## config.mk

```make
export PLATFORM = sky130hd
export DESIGN_NAME = rsdfp_master
export DESIGN_NICKNAME = d
export VERILOG_FILES = /design/src/common/rsdfp_pkg.sv /design/src/logic/rsdfp_master.sv
export SDC_FILE = /design/constraint.sdc
export NUM_CORES = 1
export LEC_CHECK = 0
export ABC_CLOCK_PERIOD_IN_PS = 3900
export BUFFER_PORTS_ARGS = -buffer_cell sky130_fd_sc_hd__buf_2
export CORE_MARGIN = 2
export CORE_UTILIZATION = 41
export DETAILED_ROUTE_END_ITERATION = 7
export GPL_ROUTABILITY_DRIVEN = 0
export GPL_TIMING_DRIVEN = 0
export HOLD_SLACK_MARGIN = 0.05
export PLACE_DENSITY = 0.57
export SYNTH_ARGS = -nofsm -noshare
export SYNTH_HDL_FRONTEND = slang
export SYNTH_SLANG_ARGS = --single-unit
```

## constraint.sdc

```tcl
create_clock -name clk -period 3.9 [get_ports clk]
set_input_delay 0.39 -clock clk [delete_from_list [all_inputs] [get_ports clk]]
set_output_delay 0.39 -clock clk [all_outputs]
set_load 0.01 [all_outputs]
```

## src/common/rsdfp_pkg.sv

```systemverilog
// Purpose: shared constants and types for the rtu master query engine
// Assumes: byte framing and error check are added by the serial layer
// Notes: counts and codes used by the logic live here, except the HIGHEST_OUTPUT and HIGHEST_REGISTER limits
package rsdfp_pkg;
    // Function codes
    localparam logic [7:0] FN_LOOP = 8'h08;
    localparam logic [7:0] FN_FORCE = 8'h0f;
    localparam logic [7:0] FN_PRESET = 8'h10;
    // Loopback diagnostic codes, broadcast address and fill bytes
    localparam logic [15:0] DG_ECHO = 16'h0000;
    localparam logic [15:0] DG_RESTART = 16'h0001;
    localparam logic [15:0] DG_LISTEN = 16'h0004;
    localparam logic [7:0] BCAST_ADDR = 8'h00;
    localparam logic [7:0] ZERO_BYTE = 8'h00;
    localparam logic [7:0] ALL_ONES = 8'hff;
    // Field limits
    localparam logic [15:0] REG_CNT_MIN = 16'h0001;
    localparam logic [15:0] REG_CNT_MAX = 16'h007d;
    localparam logic [15:0] PTS_CNT_MAX = 16'h0800;
    localparam logic [16:0] PTS_ROUND = 17'h00007;
    localparam int PTS_SHIFT = 3;
    // Frame byte positions
    localparam logic [2:0] HDR_LAST = 3'h5;
    localparam logic [2:0] BC_IDX = 3'h6;
    localparam logic [2:0] IDX_DATA = 3'h7;
    localparam logic [8:0] REM_ONE = 9'h001;
    // Payload buffer
    localparam int PAY_W = 8;
    localparam int PAY_DEPTH = 16;
    // Response timeout
    localparam int CLK_PERIOD_NS = 4;
    localparam int RSP_TIMEOUT_US = 100;
    localparam int RSP_TIMEOUT_CYC = RSP_TIMEOUT_US * 1000 / CLK_PERIOD_NS;
    localparam int TMO_W = 24;

    typedef enum logic [2:0] {
        K_ECHO = 3'h0,
        K_RESTART = 3'h1,
        K_LISTEN = 3'h2,
        K_FORCE = 3'h3,
        K_PRESET = 3'h4
    } rsdfp_kind_t;

    typedef struct packed {
        rsdfp_kind_t kind;
        logic [7:0] addr;
        logic [7:0] first_data_byte;
        logic [7:0] second_data_byte;
        logic [15:0] start;
        logic [15:0] count;
    } rsdfp_cmd_t;

    typedef enum logic [2:0] {
        RES_NONE = 3'h0,
        RES_OK = 3'h1,
        RES_NORSP = 3'h2,
        RES_REFUSED = 3'h3,
        RES_RSP_ERR = 3'h4,
        RES_TIMEOUT = 3'h5
    } rsdfp_res_t;

    typedef enum logic [2:0] {
        ST_IDLE = 3'h0,
        ST_SEND = 3'h1,
        ST_FLUSH = 3'h2,
        ST_WAIT = 3'h3
    } rsdfp_state_t;
endpackage : rsdfp_pkg

```

## src/logic/rsdfp_master.sv

```systemverilog
// Purpose: master station that issues loopback, force and preset queries
// Assumes: tx/rx byte streams carry frame bodies; error check is external
// Notes: payload bytes for force and preset queries arrive through a FIFO
`timescale 1ns/1ps
`default_nettype none

// Payload buffer with registered ready toward the writer
module rsdfp_fifo #(
    parameter int W = 8,
    parameter int DEPTH = 16
) (
    input wire logic clk,
    input wire logic nrst,
    input wire logic [W-1:0] in_data,
    input wire logic in_valid,
    output logic in_ready,
    output logic [W-1:0] out_data,
    output logic out_valid,
    input wire logic out_ready
);
    localparam int AW = $clog2(DEPTH);
    localparam logic [AW:0] FULL_CNT = (AW+1)'(DEPTH);
    localparam logic [AW-1:0] PTR_LAST = AW'(DEPTH - 1);

    logic [W-1:0] mem [DEPTH];
    logic [AW-1:0] wr_ff, nxt_wr, rd_ff, nxt_rd;
    logic [AW:0] cnt_ff, nxt_cnt;
    logic rdy_ff, nxt_rdy;
    logic push, pop;

    assign push = in_valid && rdy_ff;
    assign pop = out_valid && out_ready;
    assign in_ready = rdy_ff;
    assign out_valid = (cnt_ff != '0);
    assign out_data = mem[rd_ff];

    // Pointer and fill bookkeeping
    always_comb begin
        nxt_wr = wr_ff;
        nxt_rd = rd_ff;
        nxt_cnt = cnt_ff;
        if (push) begin
            nxt_wr = (wr_ff == PTR_LAST) ? '0 : wr_ff + 1'b1;
        end
        if (pop) begin
            nxt_rd = (rd_ff == PTR_LAST) ? '0 : rd_ff + 1'b1;
        end
        if (push && !pop) begin
            nxt_cnt = cnt_ff + 1'b1;
        end else if (pop && !push) begin
            nxt_cnt = cnt_ff - 1'b1;
        end
        // Ready registered from next fill, so it never lies about space
        nxt_rdy = (nxt_cnt != FULL_CNT);
    end

    always_ff @(posedge clk or negedge nrst) begin
        if (!nrst) begin
            wr_ff <= '0;
            rd_ff <= '0;
            cnt_ff <= '0;
            rdy_ff <= 1'b1;
        end else begin
            wr_ff <= nxt_wr;
            rd_ff <= nxt_rd;
            cnt_ff <= nxt_cnt;
            rdy_ff <= nxt_rdy;
        end
    end

    // Storage needs no reset
    always_ff @(posedge clk) begin
        if (push) begin
            mem[wr_ff] <= in_data;
        end
    end
endmodule : rsdfp_fifo

module rsdfp_master #(
    parameter logic [15:0] HIGHEST_OUTPUT = 16'h0800,
    parameter logic [15:0] HIGHEST_REGISTER = 16'h0400,
    parameter int RSP_TIMEOUT_CYC = rsdfp_pkg::RSP_TIMEOUT_CYC
) (
    input wire logic clk,
    input wire logic nrst,
    input wire rsdfp_pkg::rsdfp_cmd_t cmd,
    input wire logic cmd_valid,
    output logic cmd_ready,
    input wire logic [7:0] pay_data,
    input wire logic pay_valid,
    output logic pay_ready,
    output logic [7:0] tx_byte,
    output logic tx_valid,
    output logic tx_last,
    input wire logic tx_ready,
    input wire logic [7:0] rx_byte,
    input wire logic rx_valid,
    input wire logic rx_last,
    output logic done,
    output rsdfp_pkg::rsdfp_res_t result,
    output logic slave_quiet
);
    localparam logic [rsdfp_pkg::TMO_W-1:0] TMO_LAST = rsdfp_pkg::TMO_W'(RSP_TIMEOUT_CYC - 1);

    // Byte i of the six-byte header, address first
    function automatic logic [7:0] hdr_byte(input logic [47:0] h, input logic [2:0] i);
        logic [7:0] b;
        b = rsdfp_pkg::ZERO_BYTE;
        case (i)
            3'h0: b = h[47:40];
            3'h1: b = h[39:32];
            3'h2: b = h[31:24];
            3'h3: b = h[23:16];
            3'h4: b = h[15:8];
            3'h5: b = h[7:0];
            default: b = rsdfp_pkg::ZERO_BYTE;
        endcase
        return b;
    endfunction : hdr_byte

    // Start below the top and start plus count within it
    function automatic logic out_of_range(input logic [15:0] s, input logic [15:0] n, input logic [15:0] top);
        logic [16:0] sum;
        sum = {1'b0, s} + {1'b0, n};
        return (s >= top) || (sum > {1'b0, top});
    endfunction : out_of_range

    rsdfp_pkg::rsdfp_state_t st_ff, nxt_st;
    rsdfp_pkg::rsdfp_res_t res_ff, nxt_res;
    logic [47:0] hdr_ff, nxt_hdr, new_hdr;
    logic [2:0] idx_ff, nxt_idx, rxn_ff, nxt_rxn;
    logic [8:0] rem_ff, nxt_rem, bc_len;
    logic [7:0] bc_ff, nxt_bc, txb_ff, nxt_txb;
    logic dat_ff, nxt_dat, exp_ff, nxt_exp, quiet_ff, nxt_quiet;
    logic txv_ff, nxt_txv, txl_ff, nxt_txl, rdy_ff, nxt_rdy;
    logic done_ff, nxt_done, mis_ff, nxt_mis, bad, mis_now;
    logic [rsdfp_pkg::TMO_W-1:0] tmo_ff, nxt_tmo;
    logic [16:0] pts_sum;
    logic [7:0] fifo_dat;
    logic fifo_vld, fifo_take;

    rsdfp_fifo #(
        .W(rsdfp_pkg::PAY_W),
        .DEPTH(rsdfp_pkg::PAY_DEPTH)
    ) u_pay (
        .clk(clk),
        .nrst(nrst),
        .in_data(pay_data),
        .in_valid(pay_valid),
        .in_ready(pay_ready),
        .out_data(fifo_dat),
        .out_valid(fifo_vld),
        .out_ready(fifo_take)
    );

    // Data byte count; points round up to whole bytes
    assign pts_sum = {1'b0, cmd.count} + rsdfp_pkg::PTS_ROUND;
    assign bc_len = (cmd.kind == rsdfp_pkg::K_FORCE) ? pts_sum[rsdfp_pkg::PTS_SHIFT+8:rsdfp_pkg::PTS_SHIFT]
                                                     : {cmd.count[7:0], 1'b0};

    // Screen a command before any byte leaves
    always_comb begin
        bad = 1'b1;
        case (cmd.kind)
            rsdfp_pkg::K_ECHO: bad = (cmd.addr == rsdfp_pkg::BCAST_ADDR);
            rsdfp_pkg::K_RESTART: bad = !((cmd.first_data_byte == rsdfp_pkg::ZERO_BYTE) ||
                                          (cmd.first_data_byte == rsdfp_pkg::ALL_ONES)) ||
                                        (cmd.second_data_byte != rsdfp_pkg::ZERO_BYTE);
            rsdfp_pkg::K_LISTEN: bad = 1'b0;
            rsdfp_pkg::K_FORCE: bad = (cmd.count == '0) || (cmd.count > rsdfp_pkg::PTS_CNT_MAX) ||
                                      out_of_range(cmd.start, cmd.count, HIGHEST_OUTPUT);
            rsdfp_pkg::K_PRESET: bad = (cmd.count < rsdfp_pkg::REG_CNT_MIN) ||
                                       (cmd.count > rsdfp_pkg::REG_CNT_MAX) ||
                                       out_of_range(cmd.start, cmd.count, HIGHEST_REGISTER);
            default: bad = 1'b1;
        endcase
    end

    // Header bytes, high byte first in every two-byte field
    always_comb begin
        new_hdr = {cmd.addr, rsdfp_pkg::FN_LOOP, rsdfp_pkg::DG_ECHO,
                   cmd.first_data_byte, cmd.second_data_byte};
        case (cmd.kind)
            rsdfp_pkg::K_RESTART: new_hdr = {cmd.addr, rsdfp_pkg::FN_LOOP, rsdfp_pkg::DG_RESTART,
                                             cmd.first_data_byte, cmd.second_data_byte};
            rsdfp_pkg::K_LISTEN: new_hdr = {cmd.addr, rsdfp_pkg::FN_LOOP, rsdfp_pkg::DG_LISTEN,
                                            rsdfp_pkg::ZERO_BYTE, rsdfp_pkg::ZERO_BYTE};
            rsdfp_pkg::K_FORCE: new_hdr = {cmd.addr, rsdfp_pkg::FN_FORCE, cmd.start, cmd.count};
            rsdfp_pkg::K_PRESET: new_hdr = {cmd.addr, rsdfp_pkg::FN_PRESET, cmd.start, cmd.count};
            default: new_hdr = {cmd.addr, rsdfp_pkg::FN_LOOP, rsdfp_pkg::DG_ECHO,
                                cmd.first_data_byte, cmd.second_data_byte};
        endcase
    end

    // Reply byte compare against the stored header
    assign mis_now = (rxn_ff > rsdfp_pkg::HDR_LAST) || (rx_byte != hdr_byte(hdr_ff, rxn_ff));

    // Query sequencer and reply checker
    always_comb begin
        nxt_st = st_ff;
        nxt_res = res_ff;
        nxt_hdr = hdr_ff;
        nxt_idx = idx_ff;
        nxt_rem = rem_ff;
        nxt_bc = bc_ff;
        nxt_dat = dat_ff;
        nxt_exp = exp_ff;
        nxt_quiet = quiet_ff;
        nxt_txb = txb_ff;
        nxt_txv = txv_ff;
        nxt_txl = txl_ff;
        nxt_rdy = 1'b0;
        nxt_done = 1'b0;
        nxt_tmo = tmo_ff;
        nxt_rxn = rxn_ff;
        nxt_mis = mis_ff;
        fifo_take = 1'b0;
        case (st_ff)
            rsdfp_pkg::ST_IDLE: begin
                nxt_rdy = 1'b1;
                if (cmd_valid && rdy_ff) begin
                    nxt_rdy = 1'b0;
                    if (bad) begin
                        nxt_res = rsdfp_pkg::RES_REFUSED;
                        nxt_done = 1'b1;
                    end else begin
                        nxt_hdr = new_hdr;
                        nxt_idx = '0;
                        nxt_rem = bc_len;
                        nxt_bc = bc_len[7:0];
                        nxt_dat = (cmd.kind == rsdfp_pkg::K_FORCE) || (cmd.kind == rsdfp_pkg::K_PRESET);
                        if (cmd.kind == rsdfp_pkg::K_LISTEN) begin
                            nxt_quiet = 1'b1;
                        end else if (cmd.kind == rsdfp_pkg::K_RESTART) begin
                            nxt_quiet = 1'b0;
                        end
                        // Replies only from an addressed, responsive slave
                        nxt_exp = (cmd.addr != rsdfp_pkg::BCAST_ADDR) &&
                                  (cmd.kind != rsdfp_pkg::K_LISTEN) && !nxt_quiet;
                        nxt_st = rsdfp_pkg::ST_SEND;
                    end
                end
            end
            rsdfp_pkg::ST_SEND: begin
                if (!txv_ff || tx_ready) begin
                    nxt_txv = 1'b0;
                    nxt_txl = 1'b0;
                    if (idx_ff <= rsdfp_pkg::HDR_LAST) begin
                        nxt_txb = hdr_byte(hdr_ff, idx_ff);
                        nxt_txv = 1'b1;
                        nxt_txl = (idx_ff == rsdfp_pkg::HDR_LAST) && !dat_ff;
                        nxt_idx = idx_ff + 3'h1;
                    end else if (idx_ff == rsdfp_pkg::BC_IDX) begin
                        nxt_txb = bc_ff;
                        nxt_txv = 1'b1;
                        nxt_idx = rsdfp_pkg::IDX_DATA;
                    end else if (fifo_vld) begin
                        // Data flows in arrival order; an empty FIFO stalls the frame
                        fifo_take = 1'b1;
                        nxt_txb = fifo_dat;
                        nxt_txv = 1'b1;
                        nxt_txl = (rem_ff == rsdfp_pkg::REM_ONE);
                        nxt_rem = rem_ff - 9'h001;
                    end
                    if (nxt_txl) begin
                        nxt_st = rsdfp_pkg::ST_FLUSH;
                    end
                end
            end
            rsdfp_pkg::ST_FLUSH: begin
                if (tx_ready) begin
                    nxt_txv = 1'b0;
                    nxt_txl = 1'b0;
                    nxt_tmo = '0;
                    nxt_rxn = '0;
                    nxt_mis = 1'b0;
                    if (exp_ff) begin
                        nxt_st = rsdfp_pkg::ST_WAIT;
                    end else begin
                        nxt_res = rsdfp_pkg::RES_NORSP;
                        nxt_done = 1'b1;
                        nxt_st = rsdfp_pkg::ST_IDLE;
                    end
                end
            end
            rsdfp_pkg::ST_WAIT: begin
                nxt_tmo = tmo_ff + 1'b1;
                if (rx_valid) begin
                    nxt_mis = mis_ff || mis_now;
                    if (rxn_ff != rsdfp_pkg::IDX_DATA) begin
                        nxt_rxn = rxn_ff + 3'h1;
                    end
                    if (rx_last) begin
                        // Short, long or differing replies all count as errors
                        nxt_res = (!nxt_mis && (rxn_ff == rsdfp_pkg::HDR_LAST)) ? rsdfp_pkg::RES_OK
                                                                                : rsdfp_pkg::RES_RSP_ERR;
                        nxt_done = 1'b1;
                        nxt_st = rsdfp_pkg::ST_IDLE;
                    end
                end else if (tmo_ff == TMO_LAST) begin
                    nxt_res = rsdfp_pkg::RES_TIMEOUT;
                    nxt_done = 1'b1;
                    nxt_st = rsdfp_pkg::ST_IDLE;
                end
            end
            default: nxt_st = rsdfp_pkg::ST_IDLE;
        endcase
    end

    // Reset leaves the slave assumed responsive
    always_ff @(posedge clk or negedge nrst) begin
        if (!nrst) begin
            st_ff <= rsdfp_pkg::ST_IDLE;
            res_ff <= rsdfp_pkg::RES_NONE;
            hdr_ff <= '0;
            idx_ff <= '0;
            rem_ff <= '0;
            bc_ff <= '0;
            dat_ff <= 1'b0;
            exp_ff <= 1'b0;
            quiet_ff <= 1'b0;
            txb_ff <= '0;
            txv_ff <= 1'b0;
            txl_ff <= 1'b0;
            rdy_ff <= 1'b0;
            done_ff <= 1'b0;
            tmo_ff <= '0;
            rxn_ff <= '0;
            mis_ff <= 1'b0;
        end else begin
            st_ff <= nxt_st;
            res_ff <= nxt_res;
            hdr_ff <= nxt_hdr;
            idx_ff <= nxt_idx;
            rem_ff <= nxt_rem;
            bc_ff <= nxt_bc;
            dat_ff <= nxt_dat;
            exp_ff <= nxt_exp;
            quiet_ff <= nxt_quiet;
            txb_ff <= nxt_txb;
            txv_ff <= nxt_txv;
            txl_ff <= nxt_txl;
            rdy_ff <= nxt_rdy;
            done_ff <= nxt_done;
            tmo_ff <= nxt_tmo;
            rxn_ff <= nxt_rxn;
            mis_ff <= nxt_mis;
        end
    end

    assign cmd_ready = rdy_ff;
    assign tx_byte = txb_ff;
    assign tx_valid = txv_ff;
    assign tx_last = txl_ff;
    assign done = done_ff;
    assign result = res_ff;
    assign slave_quiet = quiet_ff;
endmodule : rsdfp_master

`default_nettype wire
```

==> results.tsv <==
metric	value	unit
outcome	finished clean	
Final setup viols	0	
final core occ	47.9	%
Die Ht	184	microns
RSZ-0062 raised after global routing	false	
pwr dens	653	nW/um^2
Hold EP	hdr_ff[44]$_DFFE_PN0P_	
worst slew pin tran	0.895	ns
CTS Buf Count	27	
total grt overflow	0	
Inserted Diodes	0	
count of buffers from port buffering	97	
latest clock arrival within the worst-skew pair	0.54	ns
post-synthesis mux area share	11.5	%
leakage	5.81	nW
setup TNS	0	ns
DRC	0	
Post-Syn Instances	1114	
Synth Area in Compound Gates	15.1	%
#FFs+latches synth	253	
vias per cell	5.86	
Synth Area in XOR/XNOR	2.18	%
Overall Global Routing Usage	21.0	%
initial antenna violation count	2	
clk_skew	0.0138	ns
Pre-Repair DR Iteration Count	6	
share of layout cells above drive strength 1	16.9	%
clk root buf	clkbuf_16	
max-slew violations	0	
floorplan row count	65	
Max Fclk	0.269	GHz
post-synth top area cell	edfxtp_1	
htree depth	1	
max_cap viols	0	
sequential share of the synthesized area	52.7	%
Mean Syn Cell Area	11.9	sq um
Post-synth EDFFs	128	
YS warnings	0	
internal reg-to-reg setup slack	0.37	ns
share of the synthesized area in the top cell type	29.1	%
worst endpoint required time	4.32	ns
hold_sp	cmd[52]	
Detail Placement HPWL	26000	microns
Initial Util	41.8	%
slowest stage delay, CP	0.53	ns
Crit Path Class	primary input to flip-flop	
hold path depth	2	
worst-case clock buffer depth	3	
Synth Flop Type	edfxtp_1	
Synth Area in Adders	3.65	%
post-route clock period utilization	95.4	%
maximum fanout along the worst path	10	
die area	33700	sq um
Relative slew margins	40.3	%
Initial DRC Count	832	
Hold Crit Class	primary input to flip-flop	
Detail Route Antenna Nets	0	
largest net degree at the start of global routing	84	
Routed WL	35300	microns
synth top area cells	edfxtp_1 29%, dfrtp_1 23%, mux4_2 5.8%, ha_1 3.5%, nand2_1 2.8%	
Ports	99	
DR vias	9737	
CP Cell Sequence	buf_2, ha_1, fa_1, a21o_1, a221oi_4, o221ai_1, mux2i_1, o2111ai_1, or4_4, a21o_1, nor3_4, buf_6, buf_6, mux2_1	
clock sink count	253	
Final Critical Period	3.72	ns
Layout fillers	2880	
Chip Width	184	microns
# nets final	1363	
syn nets	1234	
top-count cell post-synth	edfxtp_1	
Worst Setup Start Kind	primary input	
Cell Area, Synth	13200	sq um
Final Hold Viols	0	
first-pass GRT wire length	54400	microns
Synth top cells by count	128 x edfxtp_1, 124 x dfrtp_1, 99 x nand2_1	
Worst R2R Start	rxn_ff[2]$_DFFE_PN0P_	
Worst Reg-to-Reg Cells	12	
Crit Reg-Reg Endpoint	result[2]$_DFFE_PN0P_	
average routed wire per standard cell	21.2	microns
Post-Synth Simple-Gate Area	11.9	%
CP max-delay cell	or4_4	
Clk pin slew, worst setup/hold paths	0.06	ns
Core Area	31600	sq um
fraction of registers with async set/reset	49.4	%
CP top delay family	compound AO/OA/AOI/OAI gates	
CP bufs+invs	3	
Worst VDD drop	0.442	mV
number of distinct library cells after synthesis	84	
combinational family with the most area after synthesis	compound AO/OA/AOI/OAI gates	
vias in the first global route	9508	
CP Capture Type	flip-flop	
critical path arrival	4.13	ns
P&R area growth vs syn	14.5	%
CTS tree	built	
[layout make-up]
type | instances | area [sq um] | area share (%)
plain buffers | 53 | 250 | 1.65
repair buffers | 100 | 537 | 3.54
clock inverters | 10 | 125 | 0.826
flip-flops and latches | 253 | 6970 | 46.0
well taps | 402 | 503 | 3.32
clock buffers | 37 | 723 | 4.77
inverters | 38 | 143 | 0.942
multi-input cells | 770 | 5890 | 38.9
[how the worst max path moves through the flow]
stage / startpoint / endpoint / slack [ns] / depth (start not counted)
detailed placement: cmd[0] / hdr_ff[45]$_DFFE_PN0P_ / -0.63 / 14
floorplan: cmd[0] / hdr_ff[45]$_DFFE_PN0P_ / 0.20 / 13
global route: cmd[0] / hdr_ff[46]$_DFFE_PN0P_ / 0.004 / 14
CTS: rxn_ff[2]$_DFFE_PN0P_ / result[2]$_DFFE_PN0P_ / 0.008 / 12
global placement: cmd[0] / hdr_ff[46]$_DFFE_PN0P_ / -0.57 / 14
finish: cmd[0] / hdr_ff[46]$_DFFE_PN0P_ / 0.18 / 14
[what timing repair did]
action	4_1_cts	5_1_grt
pin swaps	0	1
endpoints found under the hold margin	42	0
setup endpoints to repair	22	38
resized for setup	1	5
hold buffers	1	0
buffers inserted	0	1
[cells by family (layout without fill, tap and decap cells)]
logic type | after synthesis | in the layout
AND/OR/NAND/NOR | 309 | 309
AO/OA/AOI/OAI | 286 | 286
flip-flops | 253 | 253
multiplexers | 104 | 104
buffers and inverters | 91 | 238
adder cells (fa/ha/maj) | 38 | 38
XOR/XNOR | 33 | 33
[power breakdown]
part	switching, mW	total (mW)	internal, mW
registers	0.614	4.10	3.49
logic	1.85	3.28	1.43
clock network	1.02	2.50	1.48
total	3.48	9.89	6.40
[layer usage]
metal	routed length [microns]	up-vias	track usage, %	share of wire [%]
met4	986	4	6.08	2.8
met1	15500	4802	28.2	44
met3	1700	69	2.89	4.8
met5	26	-	0	0.074
li1	-	4568	-	-
met2	17100	294	35.5	48
[stage by stage]
step / hold slack [ns] / area [sq um] / total power [mW] / cells / worst slack [ns]
2_1_floorplan: 0.0944 / 13200 / 6.24 / 1114 / 0.202
3_3_place_gp: 0.476 / 14200 / 7.34 / 1613 / -0.565
3_5_place_dp: 0.340 / 14300 / 7.40 / 1614 / -0.628
4_1_cts: 0.0699 / 15100 / 9.94 / 1662 / 0.00845
5_1_grt: 0.0792 / 15100 / 10.5 / 1663 / 0.00371
6_report: 0.0862 / 15100 / 9.89 / 1663 / 0.181
[cell usage in the layout, fill, tap and decap left out, drive strengths merged, types with 17 or more instances in the layout]
cell,netlist,final
a21oi,60,60
a22o,21,21
and2,20,20
buf,11,110
clkbuf,42,79
dfrtp,124,124
edfxtp,128,128
ha,37,37
inv,38,39
mux2,44,44
mux2i,26,26
mux4,34,34
nand2,99,99
nand3,44,44
nand4,19,19
nor2,37,37
nor3,18,18
o21ai,68,68
xor2,17,17
[registers in the layout, summed over array words and instances, names as in the netlist]
| signal | flops |
|---|---|
| slave_quiet | 1 |
| rem_ff | 9 |
| dat_ff | 1 |
| u_pay.in_ready | 1 |
| u_pay.wr_ff | 4 |
| st_ff | 2 |
| tx_valid | 1 |
| tmo_ff | 24 |
| u_pay.mem | 128 |
| rxn_ff | 3 |
| cmd_ready | 1 |
| bc_ff | 8 |
| exp_ff | 1 |
| hdr_ff | 43 |
| tx_last | 1 |
| result | 3 |
| tx_byte | 8 |
| idx_ff | 3 |
| mis_ff | 1 |
| done | 1 |
| u_pay.cnt_ff | 5 |
| u_pay.rd_ff | 4 |
No activity file was read; power rests on OpenSTA's default activity.
